<file path="config.mk">
export PLATFORM = sky130hd
export DESIGN_NAME = mpdp_top
export DESIGN_NICKNAME = d
export VERILOG_FILES = /design/src/mpdp_pkg.sv /design/src/mpdp_decode.sv /design/src/mpdp_dram_seq.sv /design/src/mpdp_top.sv
export SDC_FILE = /design/constraint.sdc
export NUM_CORES = 1
export LEC_CHECK = 0
export ABC_AREA = 1
export BUFFER_PORTS_ARGS = -buffer_cell sky130_fd_sc_hd__buf_2
export CORE_MARGIN = 3
export CORE_UTILIZATION = 30
export DETAILED_ROUTE_END_ITERATION = 6
export MAX_ROUTING_LAYER = met4
export SLEW_MARGIN = 20
export SYNTH_ARGS = -nofsm -noshare
export SYNTH_HDL_FRONTEND = slang
export SYNTH_SLANG_ARGS = --single-unit
</file>
<file path="constraint.sdc">
create_clock -name mclk -period 1.9 [get_ports mclk]
set_input_delay 0.19 -clock mclk [delete_from_list [all_inputs] [get_ports mclk]]
set_output_delay 0.19 -clock mclk [all_outputs]
set_load 0.005 [all_outputs]
</file>
<file path="src/mpdp_pkg.sv">
package mpdp_pkg;

  // I/O port of the page register and the control port
  localparam logic [7:0] MPDP_PORT_PAGE = 8'h05;
  localparam logic [7:0] MPDP_PORT_CTRL = 8'h0E;
  // Control port bit positions
  localparam int MPDP_CTRL_ROM_BIT = 0;
  localparam int MPDP_CTRL_LINK_BIT = 1;
  localparam int MPDP_CTRL_CS128_BIT = 2;
  localparam int MPDP_CTRL_BADPAR_BIT = 3;
  // Reset values
  localparam logic [1:0] MPDP_PAGE_RST = 2'h0;
  localparam logic MPDP_ROM_RST = 1'b1;
  localparam logic MPDP_LINK_RST = 1'b0;
  // Parity error jump address seen by the processor
  localparam logic [15:0] MPDP_NMI_VECTOR = 16'h0066;
  // Strobe sequence timing in ns, rounded up to whole clock cycles
  localparam int MPDP_ROW_NS = 16;
  localparam int MPDP_COL_NS = 24;
  localparam int MPDP_CLK_NS = 8;
  localparam logic [3:0] MPDP_ROW_CYC = 4'((MPDP_ROW_NS + MPDP_CLK_NS - 1) / MPDP_CLK_NS);
  localparam logic [3:0] MPDP_COL_CYC = 4'((MPDP_COL_NS + MPDP_CLK_NS - 1) / MPDP_CLK_NS);

  // Block enables from the decoder
  typedef struct packed {
    logic main_ram;
    logic diag_rom;
    logic char_ram;
    logic attr_ram;
    logic font_lo;
    logic font_hi;
  } mpdp_sel_t;

  // One memory request from either master
  typedef struct packed {
    logic [15:0] addr;
    logic [7:0] wdata;
    logic mreq;
    logic rd;
    logic wr;
    logic fetch;
    logic rfsh;
  } mpdp_req_t;

  // DRAM pin group
  typedef struct packed {
    logic [7:0] addr;
    logic ras_n;
    logic cas_n;
    logic we_n;
    logic [8:0] dq_out;
    logic dq_oe;
  } mpdp_dram_t;

  // Even parity bit: makes total ones across nine bits even
  function automatic logic mpdp_parity(input logic [7:0] d);
    return ^d;
  endfunction

endpackage

</file>
<file path="src/mpdp_decode.sv">
`timescale 1ns/1ps
module mpdp_decode (
  input wire mpdp_pkg::mpdp_req_t req,
  input wire logic [1:0] page,
  input wire logic rom_sel,
  input wire logic small_charset_select,
  input wire logic reduced_mem,
  output mpdp_pkg::mpdp_sel_t sel
);
  import mpdp_pkg::*;
  logic [4:0] bus_addr_upper_bits;
  logic page_sel_low;
  logic page_sel_high;
  logic valid;
  logic low4k;

  // Block memory decode from page, control bits and top address bits
  always_comb begin
    bus_addr_upper_bits = req.addr[15:11];
    page_sel_low = page[0];
    page_sel_high = page[1];
    valid = req.mreq && !req.rfsh;
    low4k = bus_addr_upper_bits[4:1] == 4'h0;
    sel = '0;
    if (valid) begin
      sel.diag_rom = rom_sel && low4k && !req.wr;
      sel.char_ram = !page_sel_high && !page_sel_low && bus_addr_upper_bits[4:2] == 3'h7;
      sel.attr_ram = !page_sel_high && !page_sel_low && bus_addr_upper_bits[4:2] == 3'h6;
      sel.font_lo = page_sel_high && !page_sel_low && bus_addr_upper_bits[4:1] == 4'hC
        && !(small_charset_select && bus_addr_upper_bits[0]);
      sel.font_hi = page_sel_high && !page_sel_low && bus_addr_upper_bits[4:1] == 4'hD
        && !(small_charset_select && bus_addr_upper_bits[0]);
      if (low4k) begin
        sel.main_ram = !rom_sel;
      end else if (bus_addr_upper_bits[4:3] != 2'h3) begin
        sel.main_ram = 1'b1;
      end else begin
        sel.main_ram = page_sel_low;
      end
      if (reduced_mem && req.addr[15]) begin
        sel.main_ram = 1'b0;
      end
    end
  end
endmodule // mpdp_decode

</file>
<file path="src/mpdp_dram_seq.sv">
`timescale 1ns/1ps
module mpdp_dram_seq (
  input wire logic mclk,
  input wire logic rst,
  input wire logic start,
  input wire logic refresh,
  input wire logic [15:0] addr,
  output logic [7:0] dram_addr,
  output logic ras_n,
  output logic cas_n,
  output logic col_phase,
  output logic done
);
  import mpdp_pkg::*;
  typedef enum logic [1:0] {S_IDLE, S_ROW, S_COL} mpdp_seq_state_t;
  typedef struct packed {
    mpdp_seq_state_t st;
    logic [3:0] cnt;
    logic [15:0] addr;
    logic rfsh;
    logic done;
  } mpdp_seq_t;
  mpdp_seq_t s_reg, s_next;

  // Row then column strobe sequence, row only for refresh
  always_comb begin
    s_next = s_reg;
    s_next.done = 1'b0;
    unique case (s_reg.st)
      S_IDLE: begin
        if (start) begin
          s_next.st = S_ROW;
          s_next.addr = addr;
          s_next.rfsh = refresh;
          s_next.cnt = MPDP_ROW_CYC;
        end
      end
      S_ROW: begin
        if (s_reg.cnt > 4'h1) begin
          s_next.cnt = s_reg.cnt - 4'h1;
        end else if (s_reg.rfsh) begin
          s_next.st = S_IDLE;
          s_next.done = 1'b1;
        end else begin
          s_next.st = S_COL;
          s_next.cnt = MPDP_COL_CYC;
        end
      end
      S_COL: begin
        if (s_reg.cnt > 4'h1) begin
          s_next.cnt = s_reg.cnt - 4'h1;
        end else begin
          s_next.st = S_IDLE;
          s_next.done = 1'b1;
        end
      end
    endcase
  end

  always_ff @(posedge mclk or posedge rst) begin
    if (rst) begin
      s_reg <= '{st: S_IDLE, cnt: 4'h0, addr: 16'h0000, rfsh: 1'b0, done: 1'b0};
    end else begin
      s_reg <= s_next;
    end
  end

  // Shared address pins: high half with row strobe, low half with column strobe
  assign dram_addr = (s_reg.st == S_COL) ? s_reg.addr[7:0] : s_reg.addr[15:8];
  assign ras_n = !(s_reg.st == S_ROW || s_reg.st == S_COL);
  assign cas_n = !(s_reg.st == S_COL);
  assign col_phase = s_reg.st == S_COL;
  assign done = s_reg.done;
endmodule // mpdp_dram_seq

</file>
<file path="src/mpdp_top.sv">
`timescale 1ns/1ps
// Contract
// - Main memory stores nine bits per byte: eight data plus parity.
// - DRAM address goes out as row half then column half on shared pins.
// - Every main memory access, refresh included, runs a strobe cycle.
// - Processor and DMA link both reach main RAM through one path.
// - Processor writes store an even parity bit with the byte.
// - Processor read parity mismatch enables diagnostic ROM and raises NMI.
// - NMI comes only from a main memory parity error.
// - A forced bad-parity write read back must flag an error.
// - Output to port 05 latches data bits 0 and 1 into page register.
// - Decoder enables at most one memory for each page and address.
// - Page 0, top bits 111 selects character RAM.
// - Page 0, top bits 110 selects attribute RAM.
// - Page 2, 48K-52K selects lower font; small charset limits to 48K-50K.
// - Page 2, 52K-56K selects upper font; small charset limits to 52K-54K.
// - Small charset suppresses cycles to upper 2k of each font memory.
// - Main RAM at 4K-48K on every page (4K-32K with reduced memory), and 0K-4K when ROM not selected.
// - Main RAM at 48K-64K only when page low bit is one.
// - ROM selected: reads of lowest 4k come from diagnostic ROM.
// - ROM selected: writes to lowest 4k are blocked.
// - Reduced-memory option inhibits main RAM above 32k.
// - Enables only during valid memory request cycles.
// - Power-up selects ROM, link disabled; after tests ROM off, link on.
module mpdp_top #(
  parameter bit REDUCED_MEM = 1'b0
) (
  input wire logic mclk,
  input wire logic rst,
  input wire mpdp_pkg::mpdp_req_t cpu_req,
  input wire logic [7:0] io_addr,
  input wire logic [7:0] io_wdata,
  input wire logic io_wr,
  input wire mpdp_pkg::mpdp_req_t dma_req,
  input wire logic dma_active,
  input wire logic [8:0] dram_dq_in,
  output mpdp_pkg::mpdp_dram_t dram,
  output mpdp_pkg::mpdp_sel_t mem_sel,
  output logic [7:0] rdata,
  output logic rdata_valid,
  output logic nmi,
  output logic link_enable,
  output logic [1:0] page_out,
  output logic small_charset_select,
  output logic diag_rom_select
);
  import mpdp_pkg::*;

  typedef struct packed {
    logic [1:0] page;
    logic rom;
    logic link;
    logic cs128;
    logic badpar;
    logic busy;
    logic is_wr;
    logic is_rd_cpu;
    logic is_rfsh;
    logic nmi;
    logic [7:0] rdata;
    logic rvalid;
    mpdp_sel_t sel;
    mpdp_dram_t dram;
  } mpdp_state_t;
  mpdp_state_t s_reg, s_next;

  mpdp_req_t req;
  mpdp_sel_t sel_now;
  logic start;
  logic [7:0] seq_addr;
  logic seq_ras_n;
  logic seq_cas_n;
  logic seq_col;
  logic seq_done;
  logic rd_err;

  // Master select: DMA owns the path while it holds the bus and the link is enabled
  always_comb begin
    req = dma_active && s_reg.link ? dma_req : cpu_req;
  end

  mpdp_decode u_decode (
    .req(req),
    .page(s_reg.page),
    .rom_sel(s_reg.rom || s_reg.nmi),
    .small_charset_select(s_reg.cs128),
    .reduced_mem(REDUCED_MEM),
    .sel(sel_now)
  );

  // Start a strobe cycle for main RAM accesses and refresh
  assign start = !s_reg.busy && req.mreq && (sel_now.main_ram || req.rfsh);

  mpdp_dram_seq u_seq (
    .mclk(mclk),
    .rst(rst),
    .start(start),
    .refresh(req.rfsh),
    .addr(req.addr),
    .dram_addr(seq_addr),
    .ras_n(seq_ras_n),
    .cas_n(seq_cas_n),
    .col_phase(seq_col),
    .done(seq_done)
  );

  // Parity mismatch on the nine stored bits
  assign rd_err = mpdp_parity(dram_dq_in[7:0]) != dram_dq_in[8];

  // Control registers, access tracking, parity and outputs
  always_comb begin
    s_next = s_reg;
    s_next.rvalid = 1'b0;
    s_next.sel = sel_now;
    if (io_wr && io_addr == MPDP_PORT_PAGE) begin
      s_next.page = io_wdata[1:0];
    end
    if (io_wr && io_addr == MPDP_PORT_CTRL) begin
      s_next.rom = io_wdata[MPDP_CTRL_ROM_BIT];
      s_next.link = io_wdata[MPDP_CTRL_LINK_BIT];
      s_next.cs128 = io_wdata[MPDP_CTRL_CS128_BIT];
      s_next.badpar = io_wdata[MPDP_CTRL_BADPAR_BIT];
    end
    if (start) begin
      s_next.busy = 1'b1;
      s_next.is_wr = req.wr && !req.rfsh;
      s_next.is_rd_cpu = req.rd && !req.rfsh && !(dma_active && s_reg.link);
      s_next.is_rfsh = req.rfsh;
      s_next.dram.dq_out[7:0] = req.wdata;
      s_next.dram.dq_out[8] = mpdp_parity(req.wdata) ^ s_reg.badpar;
    end
    s_next.dram.addr = seq_addr;
    s_next.dram.ras_n = seq_ras_n;
    s_next.dram.cas_n = seq_cas_n;
    s_next.dram.we_n = !(s_reg.is_wr && seq_col);
    s_next.dram.dq_oe = s_reg.is_wr && seq_col && !s_reg.is_rfsh;
    if (seq_done) begin
      s_next.busy = 1'b0;
      if (!s_reg.is_wr && !s_reg.is_rfsh) begin
        s_next.rdata = dram_dq_in[7:0];
        s_next.rvalid = 1'b1;
      end
      if (s_reg.is_rd_cpu && rd_err) begin
        s_next.nmi = 1'b1;
      end
    end
  end

  always_ff @(posedge mclk or posedge rst) begin
    if (rst) begin
      s_reg <= '0;
      s_reg.page <= MPDP_PAGE_RST;
      s_reg.rom <= MPDP_ROM_RST;
      s_reg.link <= MPDP_LINK_RST;
      s_reg.dram.ras_n <= 1'b1;
      s_reg.dram.cas_n <= 1'b1;
      s_reg.dram.we_n <= 1'b1;
    end else begin
      s_reg <= s_next;
    end
  end

  // Outputs straight from state
  assign dram = s_reg.dram;
  assign mem_sel = s_reg.sel;
  assign rdata = s_reg.rdata;
  assign rdata_valid = s_reg.rvalid;
  assign nmi = s_reg.nmi;
  assign link_enable = s_reg.link;
  assign page_out = s_reg.page;
  assign small_charset_select = s_reg.cs128;
  assign diag_rom_select = s_reg.rom;
endmodule // mpdp_top

</file>
**Yosys cells after proc, flatten, opt, wreduce, memory -nomap -nowiden**

Index checks and enable logic that the tools add are counted.

- Flip-flop bits (word level): 71
- Word-level logic and storage cells: 118

- Add/subtract/negate cells: 1
- Magnitude comparators: 1
- Reductions and logical operators: 50
- Equality and inequality tests: 15
- Mux-type cells: 21
- Bitwise gates (word level): 1

Operators by type and width:

| cell | number |
|---|---|
| two-way mux 29 bit | 1 |
| logical AND 1 bit | 24 |
| two-way mux 23 bit | 1 |
| case mux 6 bit (3 select lines) | 1 |
| two-way mux 4 bit | 4 |
| parity 8 bit | 2 |
| zero test 1 bit | 13 |
| equality test 4 bit, second input constant | 2 |
| equality test 8 x 3 -> 1 bit, second input constant | 1 |
| equality test 8 x 4 -> 1 bit, second input constant | 1 |
| two-way mux 1 bit | 8 |
| two-way mux 8 bit | 1 |
| inequality test 2 bit, second input constant | 4 |
| equality test 3 bit, second input constant | 2 |
| two-way mux 2 bit | 3 |
| two-way mux 6 bit | 1 |
| AND reduction 2 bit | 3 |
| AND reduction 3 bit | 2 |
| > comparator 4 x 1 -> 1 bit, second input constant | 1 |
| zero test 4 bit | 1 |
| subtractor 4 x 1 -> 4 bit, second input constant | 1 |
| logical OR 1 bit | 3 |
| inequality test 3 bit, second input constant | 1 |
| equality test 2 x 1 -> 1 bit, second input constant | 1 |
| 7 further kinds | 7 |

**Longest topological paths before layout**

- Depth after elaboration: 10
- Depth in mapped cells: 15
- Depth with buffers taken out: 12

**Modules after synthesis**

Synthesis repeated with hierarchy kept, for this count alone.

- Cell total of the unflattened synthesis: 482
- Area, all modules: 4,053.9 µm²

By module, submodules not included:

| module | instances | cells an instance | area an instance (µm²) |
|---|---|---|---|
| mpdp_top | 1 | 309 | 2,640.0 |
| mpdp_dram_seq | 1 | 139 | 1,272.5 |
| mpdp_decode | 1 | 34 | 141.4 |

**Least setup slack after synthesis**

OpenSTA, ideal clock, no wires.

- Kind: register to register
- Start: reg s_reg (netlist bit link_enable)
- End: reg u_seq.s_reg[13] (netlist name)
- Cell stages (with the launch flop): 13
- Buffers on the path: 2
- Arrival: 1.540 ns
- Path slack: 0.237 ns
- Period minus slack after synthesis: 1.663 ns
- Path through: dfrtp_1 > buf_6 > nand2_8 > nand2_1 > o21ai_4 > nand2_2 > nor2_2 > nand3_2 > nand2_4 > nand2_4 > buf_6 > nand2_2 > o21ai_2

- Longest elaborated chain between the ends: 9

RTL lines:

| element | line | RTL |
|---|---|---|
| from (decl) | mpdp_top.sv:65 | `mpdp_state_t s_reg, s_next;` |
| from (signal assigned) | mpdp_top.sv:159 | `s_reg <= s_next;` |
| logical AND 1 bit (*) | mpdp_top.sv:79 | `req = dma_active && s_reg.link ? dma_req : cpu_req;` |
| two-way mux 29 bit (*) | mpdp_top.sv:79 |  |
| inequality test 2 bit | mpdp_decode.sv:35 | `end else if (bus_addr_upper_bits[4:3] != 2'h3) begin` |
| two-way mux 1 bit | mpdp_decode.sv:35 |  |
| two-way mux 1 bit | mpdp_decode.sv:33 | `if (low4k) begin` |
| two-way mux 6 bit | mpdp_decode.sv:25 | `if (valid) begin` |
| logical OR 1 bit | mpdp_top.sv:92 | `assign start = !s_reg.busy && req.mreq && (sel_now.main_ram \|\| req.rfsh);` |
| logical AND 1 bit | mpdp_top.sv:92 |  |
| AND reduction 2 bit (no source line) | -- |  |
| to (signal assigned) | mpdp_dram_seq.sv:62 | `s_reg <= '{st: S_IDLE, cnt: 4'h0, addr: 16'h0000, rfsh: 1'b0, done: 1'b0};` |
| to (signal assigned) | mpdp_dram_seq.sv:64 | `s_reg <= s_next;` |
| to (decl) | mpdp_dram_seq.sv:23 | `mpdp_seq_t s_reg, s_next;` |

Mark *: on every way between the ends. The rest lies on a longest branch, timed or not.
A chain may end at the register's enable or synchronous reset.

**Final worst setup path**

- Start: reg s_reg (netlist bit link_enable)
- End: reg u_seq.s_reg[17] (netlist name)

Same word-level chain as after synthesis.

==> results.sh <==
export IMPL_status="finished, final reports clean"
export IMPL_rsz0062_at_grt="true"
export IMPL_multiInputGateArea_um2=1650
export IMPL_groute_usage_overall_pct=13.8
export IMPL_synth_xor_area_share_pct=1.77
export IMPL_r2r_start="link_enable"
export IMPL_syn_area_per_cell_um2=8.17
export IMPL_fp_dieArea_um2=14600
export IMPL_timing_final_crit_share_pct=93.6
export IMPL_antenna_found_initial=3
export IMPL_drtIter0Drc=223
export IMPL_placed_area_um2=4510
export IMPL_clkPwrFrac_pct=32.8
export IMPL_dpl_hpwl_mm=7.13
export IMPL_ios=129
export IMPL_synthTopCellsByArea="dfrtp_1, nand2_1, buf_4"
export IMPL_clock_root_buffer="clkbuf_16"
export IMPL_largest_reg_flops=23
export IMPL_vdd_drop_max_mv=0.453
export IMPL_layout_drive_gt1_share_pct=34.2
export IMPL_die_h_um=121
export IMPL_crit_type="reg -> reg"
export IMPL_p_int_w=0.00352
export IMPL_synth_fa_ha_area_share_pct=1.58
export IMPL_fin_skew_ns=0.00336
export IMPL_synth_top_family_by_area="simple AND/OR/NAND/NOR gates"
export IMPL_muxShareOfSynthArea_pct=4.33
export IMPL_grt_ovfl_total=0
export IMPL_final_nets=675
export IMPL_ys_ff_latch=71
export IMPL_p_switching_w=0.00155
export IMPL_seqPwrFrac_pct=42.5
export IMPL_finalWeightedCongestion=0.777
export IMPL_setup_ws_ns=0.121
export IMPL_p_leak_nw=2.56
export IMPL_yosysSeqAreaShare_pct=45.0
export IMPL_ant_nets=0
export IMPL_hp_class="in -> reg"
export IMPL_hold_depth=3
export IMPL_final_core_util_pct=38.2
export IMPL_initial_core_util_pct=31.0
export IMPL_pwr_share_comb_pct=24.7
export IMPL_worstPathRequired_ns=2.12
export IMPL_timing_final_crit_period_ns=1.78
export IMPL_critPathCapture="u_seq.s_reg[17]"
export IMPL_clk_path_buf_depth=2
export IMPL_r2r_end="u_seq.s_reg[17]"
export IMPL_slowest_delay_ns=0.46
export IMPL_crit_slowest_cell="dfrtp_2"
export IMPL_rows=41
export IMPL_yosys_area_top_type="dfrtp_1"
export IMPL_power_density_nw_per_um2=1040
export IMPL_wl_per_cell_um=12.7
export IMPL_synth_nets=577
export IMPL_finalMaxSlewViolations=0
export IMPL_wl_mm=9.66
export IMPL_p_sw_share_pct=30.5
export IMPL_clkSinkCount=71
export IMPL_fin_area_um2=4880
export IMPL_seq_area_um2=1780
export IMPL_synth_edf_count=0
export IMPL_synth_simple_area_share_pct=28.2
export IMPL_worst_slew_pin_slew_ns=0.403
export IMPL_clock_latency_ns=0.33
export IMPL_end_kind="register"
export IMPL_setup_viol=0
export IMPL_grt_max_degree=72
export IMPL_synth_compound_area_share_pct=4.74
export IMPL_cp_max_fo=23
export IMPL_critPathLaunchType="register"
export IMPL_reg2reg_slack_ns=0.12
export IMPL_place_ws_ns=-0.0239
export IMPL_clk_pin_slew_worst_paths_ns=0.06
export IMPL_crit_chain="nand2_8 -> nand2_1 -> o21ai_4 -> nand2_2 -> nor2_2 -> nand3_2 -> nand2_4 -> nand2_8 -> nand2_1 -> o21ai_2"
export IMPL_grt_pass1_vias=3274
export IMPL_synth_cell_area_um2=3960
export IMPL_n_fill_cell=1314
export IMPL_synth_top_area_share_pct=42.3
export IMPL_num_vias=3328
export IMPL_arrival_ns=1.99
export IMPL_htreeDepth=3
export IMPL_hold_viol=0
export IMPL_viasPerCell=4.36
export IMPL_grt_pass1_wl_mm=15.6
export IMPL_worstSetupStartpoint="link_enable"
export IMPL_io_buffers=121
export IMPL_dr_pass1_iters=4
export IMPL_timing_max_cap_violations=0
export IMPL_hold_worst_slack_ns=0.0861
export IMPL_ys_flop_type="dfrtp_1"
export IMPL_core_region_area_um2=12800
export IMPL_cts_buffers=9
export IMPL_drc=0
export IMPL_synth_distinct_cells=31
export IMPL_relSlewSlack_pct=73.1
export IMPL_cts_tree="yes"
export IMPL_ff2ff_path_depth=10
export IMPL_fmax_mhz=562
export IMPL_area_growth_pct=23.3
export IMPL_synthArstFlopShare_pct=100
export IMPL_syn_inst=485
export IMPL_fp_dieW_um=121
export IMPL_ys_warn_count=0
[per-layer routing]
| metal | vias to the layer above | global-route usage (%) | part of all wire [%] |
|---|---|---|---|
| met3 | 8 | 4.43 | 6.9 |
| met5 | - | - | 0 |
| met1 | 1530 | 16.3 | 43 |
| met4 | 0 | 4.25 | 1.3 |
| met2 | 100 | 22.5 | 49 |
| li1 | 1690 | - | - |
[worst min-delay path by stage]
stage / from / end / slack [ns]
3_3_place_gp: rst / rdata_valid / 0.32
2_1_floorplan: dram_dq_in[0] / rdata[0] / 0.31
4_1_cts: dram_dq_in[0] / rdata[0] / 0.07
6_report: dram_dq_in[0] / rdata[0] / 0.09
5_1_grt: io_wdata[3] / s_reg[41] / 0.09
3_5_place_dp: rst / rdata_valid / 0.33
[timing repair]
action | 4_1_cts | 5_1_grt
resized for setup | 1 | 8
hold endpoints to repair | 67 | 0
hold buffers | 1 | 0
pin swaps | 0 | 2
endpoints found under the setup margin | 8 | 36
gates cloned | 0 | 1
buffers inserted | 0 | 3
[synth_stat cells, types with 3 or more instances]
library cell / n
a21oi_1: 10
buf_4: 39
inv_1: 44
nor4_1: 6
mux2_2: 14
nand3_1: 44
o21ai_0: 12
dfrtp_1: 67
dfstp_2: 4
nand2_2: 7
ha_1: 5
nand2_1: 167
buf_2: 3
o21ai_2: 7
buf_6: 7
nor2_1: 22
xnor2_1: 7
[power groups by stage]
stage | Sequential, W | Combinational (W) | Clock, W
2_1_floorplan | 0.00213 | 0.00106 | 0
3_3_place_gp | 0.00217 | 0.00120 | 0
3_5_place_dp | 0.00218 | 0.00125 | 0
4_1_cts | 0.00216 | 0.00126 | 0.00171
5_1_grt | 0.00222 | 0.00145 | 0.00178
6_report | 0.00215 | 0.00125 | 0.00166
[worst max-delay path: cells and delay by family (launching register included)]
family	cells	cell delay [ns]
simple gates	8	1.03
flops	1	0.46
compound gates	2	0.15
[cells by family (layout without fill, tap and decap cells)]
family                   count (synthesis)  count (layout)
XOR/XNOR                                 8               8
flip-flops                              71              71
AND/OR/NAND/NOR                        258             259
other                                    0               3
multiplexers                            15              15
adder cells (fa/ha/maj)                  5               5
AO/OA/AOI/OAI                           30              30
buffers and inverters                   98             200
[area by class of cell]
| cell class | count | share of cell area, % |
|---|---|---|
| sequential | 71 | 36.5 |
| clock buffer | 10 | 4.69 |
| timing repair buffer | 137 | 15.5 |
| antenna | 3 | 0.154 |
| tap | 172 | 4.41 |
| multi-input combinational | 317 | 33.7 |
| clock inverter | 6 | 1.26 |
| inverter | 47 | 3.77 |
[placed cells by master, fill, tap and decap left out, drive strengths merged]
master	synthesis	routed
dlygate4sd3	0	1
clkinv	1	3
nand2	177	178
diode	0	3
mux2i	1	1
xnor2	7	7
inv	46	46
buf	49	136
nor4	6	6
nor2	24	24
clkinvlp	0	3
o21ai	20	20
nor3b	1	1
ha	5	5
xor2	1	1
a21oi	10	10
nand4	2	2
nor3	3	3
nand3	45	45
dfrtp	67	67
mux2	14	14
bufinv	0	1
dfstp	4	4
clkbuf	2	10
[through the flow]
step | power, W | setup TNS, ns | instances
2_1_floorplan | 0.00319 | 0 | 485
3_3_place_gp | 0.00337 | 0 | 739
3_5_place_dp | 0.00343 | -0.0437 | 739
4_1_cts | 0.00513 | 0 | 756
5_1_grt | 0.00545 | -0.0222 | 763
6_report | 0.00507 | 0 | 763
No activity file was read; power rests on OpenSTA's default activity.
